$ cat src/oel_pkg.sv
/*
  Package for the event latch register block: register offsets, field
  positions, reset values and command encodings.
  Assumes a single 200 MHz clock domain shared by every user.
*/
package oel_pkg;

  // ***********************************************************
  // register offsets
  // ***********************************************************
  localparam logic [7:0] OEL_RISE_WR_ADDR  = 8'h0d;
  localparam logic [7:0] OEL_RISE_SET_ADDR = 8'h0e;
  localparam logic [7:0] OEL_RISE_CLR_ADDR = 8'h0f;
  localparam logic [7:0] OEL_FALL_WR_ADDR  = 8'h10;
  localparam logic [7:0] OEL_FALL_SET_ADDR = 8'h11;
  localparam logic [7:0] OEL_FALL_CLR_ADDR = 8'h12;
  localparam logic [7:0] OEL_STATUS_ADDR   = 8'h13;
  localparam logic [7:0] OEL_LATCH_ADDR    = 8'h14;
  localparam logic [7:0] OEL_DEBUG_ADDR    = 8'h15;

  // ***********************************************************
  // field positions
  // ***********************************************************
  localparam int OEL_NUM_SRC          = 5;
  localparam int OEL_BIT_HOST_UNPLUG  = 0;
  localparam int OEL_BIT_BUS_VOLT_OK  = 1;
  localparam int OEL_BIT_SESSION_OK   = 2;
  localparam int OEL_BIT_SESSION_OVER = 3;
  localparam int OEL_BIT_ID_GROUNDED  = 4;
  localparam int OEL_BIT_LINE_LEVEL0  = 0;
  localparam int OEL_BIT_LINE_LEVEL1  = 1;

  // ***********************************************************
  // reset values
  // ***********************************************************
  localparam logic [4:0] OEL_RISE_RESET  = 5'h1f;
  localparam logic [4:0] OEL_FALL_RESET  = 5'h1f;
  localparam logic [4:0] OEL_LATCH_RESET = 5'h00;

  // ***********************************************************
  // register access commands
  // ***********************************************************
  typedef enum logic [1:0] {
    OEL_OP_NONE  = 2'h0,
    OEL_OP_WRITE = 2'h1,
    OEL_OP_SET   = 2'h2,
    OEL_OP_CLEAR = 2'h3
  } oel_op_t;

endpackage

$ cat src/oel_enable_reg.sv
/*
  One edge enable register with write, set and clear addresses.
  Assumes the parent hands it a one-cycle write strobe and the raw address; the address decode is done here.
*/
`timescale 1ns/10ps
module oel_enable_reg
  import oel_pkg::*;
#(
  parameter int          WIDTH      = 5,
  parameter logic [7:0]  WR_ADDR    = 8'h10,
  parameter logic [7:0]  SET_ADDR   = 8'h11,
  parameter logic [7:0]  CLR_ADDR   = 8'h12,
  parameter logic [4:0]  RESET_VAL  = 5'h1f
) (
  input  wire logic             clk,
  input  wire logic             rst,
  input  wire logic             wr_en,
  input  wire logic [7:0]       wr_addr,
  input  wire logic [7:0]       wr_data,
  output logic      [WIDTH-1:0] enable_ff
);

  // ***********************************************************
  // write, set and clear decode
  // ***********************************************************
  oel_op_t          op;
  logic [WIDTH-1:0] nxt_enable;

  always_comb begin
    op = OEL_OP_NONE;
    if (wr_en) begin
      if (wr_addr == WR_ADDR) begin
        op = OEL_OP_WRITE;
      end else if (wr_addr == SET_ADDR) begin
        op = OEL_OP_SET;
      end else if (wr_addr == CLR_ADDR) begin
        op = OEL_OP_CLEAR;
      end
    end
  end

  always_comb begin
    case (op)
      OEL_OP_WRITE: nxt_enable = wr_data[WIDTH-1:0];
      OEL_OP_SET:   nxt_enable = enable_ff | wr_data[WIDTH-1:0];
      OEL_OP_CLEAR: nxt_enable = enable_ff & ~wr_data[WIDTH-1:0];
      default:      nxt_enable = enable_ff;
    endcase
  end

  always_ff @(posedge clk) begin
    if (rst) begin
      enable_ff <= RESET_VAL[WIDTH-1:0];
    end else begin
      enable_ff <= nxt_enable;
    end
  end

endmodule

$ cat src/oel_event_latch.sv
/*
  Event detection registers of the transceiver: rising and falling edge
  enables, live source status, clear-on-read event latch and line state
  debug view.
  Assumes the register port is driven synchronously to clk by the link
  side, one access per cycle, and that detector inputs are already
  synchronous to clk.
*/
`timescale 1ns/10ps
module oel_event_latch
  import oel_pkg::*;
#(
  parameter int NUM_SRC = OEL_NUM_SRC
) (
  input  wire logic               clk,
  input  wire logic               rst,
  input  wire logic               reg_wr_en,
  input  wire logic               reg_rd_en,
  input  wire logic [7:0]         reg_addr,
  input  wire logic [7:0]         reg_wr_data,
  output logic      [7:0]         reg_rd_data,
  output logic                    reg_rd_hit,
  input  wire logic               id_grounded,
  input  wire logic               session_over,
  input  wire logic               session_ok,
  input  wire logic               bus_voltage_ok,
  input  wire logic               host_unplug,
  input  wire logic               line_level_bit0,
  input  wire logic               line_level_bit1,
  input  wire logic               low_power_enter,
  output logic      [NUM_SRC-1:0] event_pulse,
  output logic      [NUM_SRC-1:0] event_latch
);

  // ***********************************************************
  // source vector
  // ***********************************************************
  logic [NUM_SRC-1:0] src_now;
  logic [NUM_SRC-1:0] src_prev_ff;
  logic [NUM_SRC-1:0] rise_en;
  logic [NUM_SRC-1:0] fall_en;
  logic [NUM_SRC-1:0] event_hit;
  logic [NUM_SRC-1:0] latch_ff;
  logic [NUM_SRC-1:0] nxt_latch;
  logic [NUM_SRC-1:0] pulse_ff;
  logic [7:0]         rd_data_ff;
  logic               rd_hit_ff;
  logic [7:0]         nxt_rd_data;
  logic               nxt_rd_hit;
  logic               latch_read;

  always_comb begin
    src_now                       = '0;
    src_now[OEL_BIT_ID_GROUNDED]  = id_grounded;
    src_now[OEL_BIT_SESSION_OVER] = session_over;
    src_now[OEL_BIT_SESSION_OK]   = session_ok;
    src_now[OEL_BIT_BUS_VOLT_OK]  = bus_voltage_ok;
    src_now[OEL_BIT_HOST_UNPLUG]  = host_unplug;
  end

  // ***********************************************************
  // enable registers
  // ***********************************************************
  oel_enable_reg #(
    .WIDTH     (NUM_SRC),
    .WR_ADDR   (OEL_RISE_WR_ADDR),
    .SET_ADDR  (OEL_RISE_SET_ADDR),
    .CLR_ADDR  (OEL_RISE_CLR_ADDR),
    .RESET_VAL (OEL_RISE_RESET)
  ) u_rise_en (
    .clk       (clk),
    .rst       (rst),
    .wr_en     (reg_wr_en),
    .wr_addr   (reg_addr),
    .wr_data   (reg_wr_data),
    .enable_ff (rise_en)
  );

  oel_enable_reg #(
    .WIDTH     (NUM_SRC),
    .WR_ADDR   (OEL_FALL_WR_ADDR),
    .SET_ADDR  (OEL_FALL_SET_ADDR),
    .CLR_ADDR  (OEL_FALL_CLR_ADDR),
    .RESET_VAL (OEL_FALL_RESET)
  ) u_fall_en (
    .clk       (clk),
    .rst       (rst),
    .wr_en     (reg_wr_en),
    .wr_addr   (reg_addr),
    .wr_data   (reg_wr_data),
    .enable_ff (fall_en)
  );

  // ***********************************************************
  // edge detection
  // ***********************************************************
  always_ff @(posedge clk) begin
    if (rst) begin
      src_prev_ff <= '0;
    end else begin
      src_prev_ff <= src_now;
    end
  end

  genvar gi;
  generate
    for (gi = 0; gi < NUM_SRC; gi++) begin : g_edge
      // falling edges per source
      // rising edges per source
      assign event_hit[gi] =
        (fall_en[gi] & src_prev_ff[gi] & ~src_now[gi]) |
        (rise_en[gi] & ~src_prev_ff[gi] & src_now[gi]);
    end
  endgenerate

  always_ff @(posedge clk) begin
    if (rst) begin
      pulse_ff <= '0;
    end else begin
      pulse_ff <= event_hit;
    end
  end

  // ***********************************************************
  // event latch
  // ***********************************************************
  assign latch_read = reg_rd_en & (reg_addr == OEL_LATCH_ADDR);

  always_comb begin
    nxt_latch = latch_ff;
    if (latch_read || low_power_enter) begin
      nxt_latch = '0;
    end
    nxt_latch = nxt_latch | event_hit;
  end

  always_ff @(posedge clk) begin
    if (rst) begin
      latch_ff <= OEL_LATCH_RESET;
    end else begin
      latch_ff <= nxt_latch;
    end
  end

  // ***********************************************************
  // read port
  // ***********************************************************
  always_comb begin
    nxt_rd_data = 8'h00;
    nxt_rd_hit  = 1'b0;
    if (reg_rd_en) begin
      nxt_rd_hit = 1'b1;
      case (reg_addr)
        OEL_RISE_WR_ADDR, OEL_RISE_SET_ADDR, OEL_RISE_CLR_ADDR:
          nxt_rd_data[NUM_SRC-1:0] = rise_en;
        OEL_FALL_WR_ADDR, OEL_FALL_SET_ADDR, OEL_FALL_CLR_ADDR:
          nxt_rd_data[NUM_SRC-1:0] = fall_en;
        OEL_STATUS_ADDR:
          nxt_rd_data[NUM_SRC-1:0] = src_now;
        OEL_LATCH_ADDR:
          nxt_rd_data[NUM_SRC-1:0] = latch_ff;
        OEL_DEBUG_ADDR: begin
          nxt_rd_data[OEL_BIT_LINE_LEVEL1] = line_level_bit1;
          nxt_rd_data[OEL_BIT_LINE_LEVEL0] = line_level_bit0;
        end
        default: nxt_rd_hit = 1'b0;
      endcase
    end
  end

  always_ff @(posedge clk) begin
    if (rst) begin
      rd_data_ff <= 8'h00;
      rd_hit_ff  <= 1'b0;
    end else begin
      rd_data_ff <= nxt_rd_data;
      rd_hit_ff  <= nxt_rd_hit;
    end
  end

  assign reg_rd_data = rd_data_ff;
  assign reg_rd_hit  = rd_hit_ff;
  assign event_pulse = pulse_ff;
  assign event_latch = latch_ff;

endmodule

$ cat config.mk
export PLATFORM = sky130hd
export DESIGN_NAME = oel_event_latch
export DESIGN_NICKNAME = d
export VERILOG_FILES = /design/src/oel_pkg.sv /design/src/oel_enable_reg.sv /design/src/oel_event_latch.sv
export SDC_FILE = /design/constraint.sdc
export NUM_CORES = 1
export LEC_CHECK = 0
export ABC_AREA = 0
export BUFFER_PORTS_ARGS = -buffer_cell sky130_fd_sc_hd__buf_4
export CORE_MARGIN = 2
export CORE_UTILIZATION = 40
export CTS_CLUSTER_SIZE = 40
export DETAILED_ROUTE_END_ITERATION = 10
export GPL_ROUTABILITY_DRIVEN = 0
export GPL_TIMING_DRIVEN = 1
export PLACE_DENSITY = 0.64
export SLEW_MARGIN = 40
export SYNTH_ARGS = -nofsm -noshare
export SYNTH_HDL_FRONTEND = slang
export SYNTH_SLANG_ARGS = --single-unit
export TNS_END_PERCENT = 1
$ cat constraint.sdc
create_clock -name clk -period 3.9 [get_ports clk]
set_input_delay 0.78 -clock clk [delete_from_list [all_inputs] [get_ports clk]]
set_output_delay 0.78 -clock clk [all_outputs]
set_load 0.02 [all_outputs]
==> results by group <==
Synthesis
  – Syn. warnings: 0
  – Post-synthesis sequential area ratio: 42.8%
  – Synth Instances: 147
  – Yosys reg bits: 31
  – Post-Syn Area per Cell: 9.86 um2
  – Synth top area share: 42.8%
  – Mapped cell area: 0.00145 mm2
  – Yosys top cell by area: dfxtp_1
  – Post-synth ARST share: 0%
  – Number of enable flip-flop cells after synthesis: 0
  – Cell variety after synth: 34
  – Area contributors post-synth: dfxtp_1, nand2b_1, nand3b_1, a221o_1, mux2i_1
  – Dominant synthesized flop cell: dfxtp_1

Worst setup path
  – Worst path bufs/invs: 1
  – Arr. time, crit path: 2.38 ns
  – Crit path max-delay family: simple AND/OR/NAND/NOR gates
  – Flop2flop setup slack: 2.91 ns
  – Worst path max stage delay: 0.57 ns
  – Crit path required time: 4.15 ns
  – Crit Reg-Reg Endpoint: reg_rd_data[2]$_SDFF_PP0_
  – Critical Path, Cell by Cell: buf_4 -> or4b_4 -> nor4b_4 -> a311oi_1 -> a41oi_1
  – Crit Path Max Fanout: 10
  – R2r worst-path depth: 3
  – Reg-to-reg startpoint: u_fall_en.enable_ff[2]$_SDFFE_PP1P_
  – Capturing element type of the critical path: register
  – Kind of critical path: primary input to register
  – Critical-path top delay cell: or4b_4
  – CP Launch Type: primary input

Global route
  – First-pass GRT wire length: 5400 um
  – Gr ovfl total: 0
  – Pin count of the biggest net entering global routing: 25
  – Global Route Usage Sum: 17.0%
  – Initial antenna violation count: 0
  – Vias in the first global route: 1116

Placement
  – Placed Cells: 225
  – Dpl hpwl: 2510 um
  – PortBufs: 40

Timing
  – Worst Tran Pin Value: 0.767 ns
  – Final min period: 2.13 ns
  – Final Setup Violations: 0
  – Fin. Hold Viols: 0
  – Clk_skew: 0.00541 ns
  – Final setup TNS: 0 ns
  – Final Max Tran Viols: 0
  – Top achievable clock speed: 470 MHz
  – Final period util: 54.5%
  – RSZ-0062 raised after global routing: false
  – Slew Limit Headroom: 48.6%

Power and ir drop
  – Internal power: 0.000457 W
  – P_leak: 0.736 nW
  – Clock power share: 30.1%
  – Logic pwr share: 15.8%
  – Sw power: 0.000159 W
  – Reg power frac: 54.1%
  – Power per cell area: 339 mW/mm2
  – Tot Pwr: 0.000617 W
  – VDD IR max: 0.000162 V
  – Switching Share: 25.8%

Worst hold path
  – HP Class: register to register
  – WHS Path Cells: 1
  – Worst Hold Launch: event_latch[0]$_SDFF_PP0_
  – Worst Hold Endpoint: event_latch[0]$_SDFF_PP0_

Clock network
  – Sink Count: 31
  – Hold buffer count at cts: 0
  – Post-CTS setup buffer count: 0
  – Clock root buffer: clkbuf_4
  – Clock latency on the worst-skew pair: 0.32 ns
  – # H-tree levels: 2
  – Clock tree buffer depth: 2
  – Post-CTS Resized: 0
  – Reg clk slew, reported paths: 0.09 ns
  – Num CTS Buffers: 5
  – CTS tree: built

Outcome
  – Status: completed

Final layout
  – Non-Filler Instances: 232
  – Area Overhead vs Synth: 25.6%
  – Antenna Cells: 0
  – Fin util: 53.3%
  – Fraction of layout cells with a size suffix above 1: 28.5%
  – Nets: 214

Flow run
  – Max_cap viols: 0

Route
  – Routed wire length: 3330 um
  – Drt first pass iters: 4
  – Antenna-violating nets left: 0
  – DRC viols: 0
  – Vias per Instance: 5.42
  – 1st-iter DRT viols: 57
  – WL/cell: 14.3 um
  – Routed via count: 1258

Die
  – Die width: 64.2 um
  – Rows: 21
  – Initial Utilization: 42.5%
  – IO Pins: 47
  – Core Box Area: 0.00342 mm2
  – Area of the die: 0.00412 mm2
  – Chip Height: 64.2 um
-- power by group through the flow --
stage / logic [W] / registers [W] / clock network [W]
3_3_place_gp: 0.0000963 / 0.000341 / 0
6_report: 0.0000975 / 0.000334 / 0.000186
4_1_cts: 0.0000980 / 0.000334 / 0.000192
3_5_place_dp: 0.0000977 / 0.000341 / 0
5_1_grt: 0.000105 / 0.000336 / 0.000209
2_1_floorplan: 0.0000441 / 0.000351 / 0
-- cells in the final DEF, fill, tap and decap left out, types with 2 or more instances in the layout --
cell type	Yosys	layout
clkbuf_4	0	5
nor2b_1	6	6
a41oi_1	5	5
nor2_1	3	3
dfxtp_1	31	31
nor3b_1	3	3
nand3b_1	10	10
conb_1	1	3
a21oi_1	9	9
o221ai_1	2	2
nand2b_1	14	14
nand4b_1	2	2
a311oi_1	5	5
nand2_1	5	5
inv_1	3	3
a22oi_1	5	5
buf_4	3	40
or3_1	4	4
o21ai_0	2	2
a21o_1	5	5
mux2i_1	5	5
nor4b_4	2	2
a221o_1	5	5
-- final cells by class --
class | count | area, um2
fillers | 324 | 1590
multi-input cells | 105 | 776
flip-flops and latches | 31 | 621
repair buffers | 40 | 300
well taps | 46 | 57.6
clock buffers | 6 | 51.3
inverters | 3 | 11.3
clock inverters | 1 | 5.00
-- metal layers --
layer	part of all wire (%)	global-route usage, %	up-vias
li1	-	-	632
met1	52	23.8	588
met2	42	23.6	34
met3	5.2	5.63	4
met4	1.3	7.18	0
met5	0	0	-
-- state kept, by name, summed over array words and instances (netlist names) --
signal	cells
reg_rd_hit	1
reg_rd_data	5
u_rise_en.enable_ff	5
u_fall_en.enable_ff	5
event_pulse	5
event_latch	5
src_prev_ff	5
-- synthesized netlist by cell type (4+ instances only) --
library cell and n:
a21oi_1 9, a41oi_1 5, nand3b_1 10, nor2b_1 6
mux2i_1 5, or3_1 4, nand2_1 5, a22oi_1 5
clkbuf_1 6, a21o_1 5, a311oi_1 5, dfxtp_1 31
a221o_1 5, nand2b_1 14
-- metrics by stage --
| step | hold slack [ns] | cell area [um2] | worst slack, ns |
|---|---|---|---|
| final | 0.480 | 1820 | 1.77 |
| after global placement | 0.462 | 1770 | 1.48 |
| after floorplan | 0.469 | 1460 | 1.76 |
| after detailed placement | 0.467 | 1770 | 1.43 |
| after CTS | 0.489 | 1820 | 1.78 |
| after global routing | 0.522 | 1820 | 1.69 |
-- cell families (layout without fill, tap and decap cells) --
group / after synthesis / count (layout) / synth area share [%]
other: 1 / 3 / 0.259
DFF: 31 / 31 / 42.8
AOI/OAI and AO/OA: 41 / 41 / 21.3
muxes: 5 / 5 / 3.45
and+or+nand+nor: 56 / 56 / 28.0
buffers and inverters: 13 / 50 / 4.23
-- worst max-delay path by stage --
| stage | start | to | depth (start not counted) |
|---|---|---|---|
| after floorplan | reg_addr[7] | u_rise_en.enable_ff[0]$_SDFFE_PP1P_ | 4 |
| after global placement | reg_addr[7] | event_latch[4]$_SDFF_PP0_ | 5 |
| after detailed placement | reg_addr[7] | u_rise_en.enable_ff[3]$_SDFFE_PP1P_ | 5 |
| after CTS | reg_addr[7] | u_rise_en.enable_ff[3]$_SDFFE_PP1P_ | 5 |
| after global routing | reg_addr[7] | u_rise_en.enable_ff[4]$_SDFFE_PP1P_ | 5 |
| final | reg_addr[7] | u_rise_en.enable_ff[3]$_SDFFE_PP1P_ | 5 |
No activity file was read; power rests on OpenSTA's default activity.
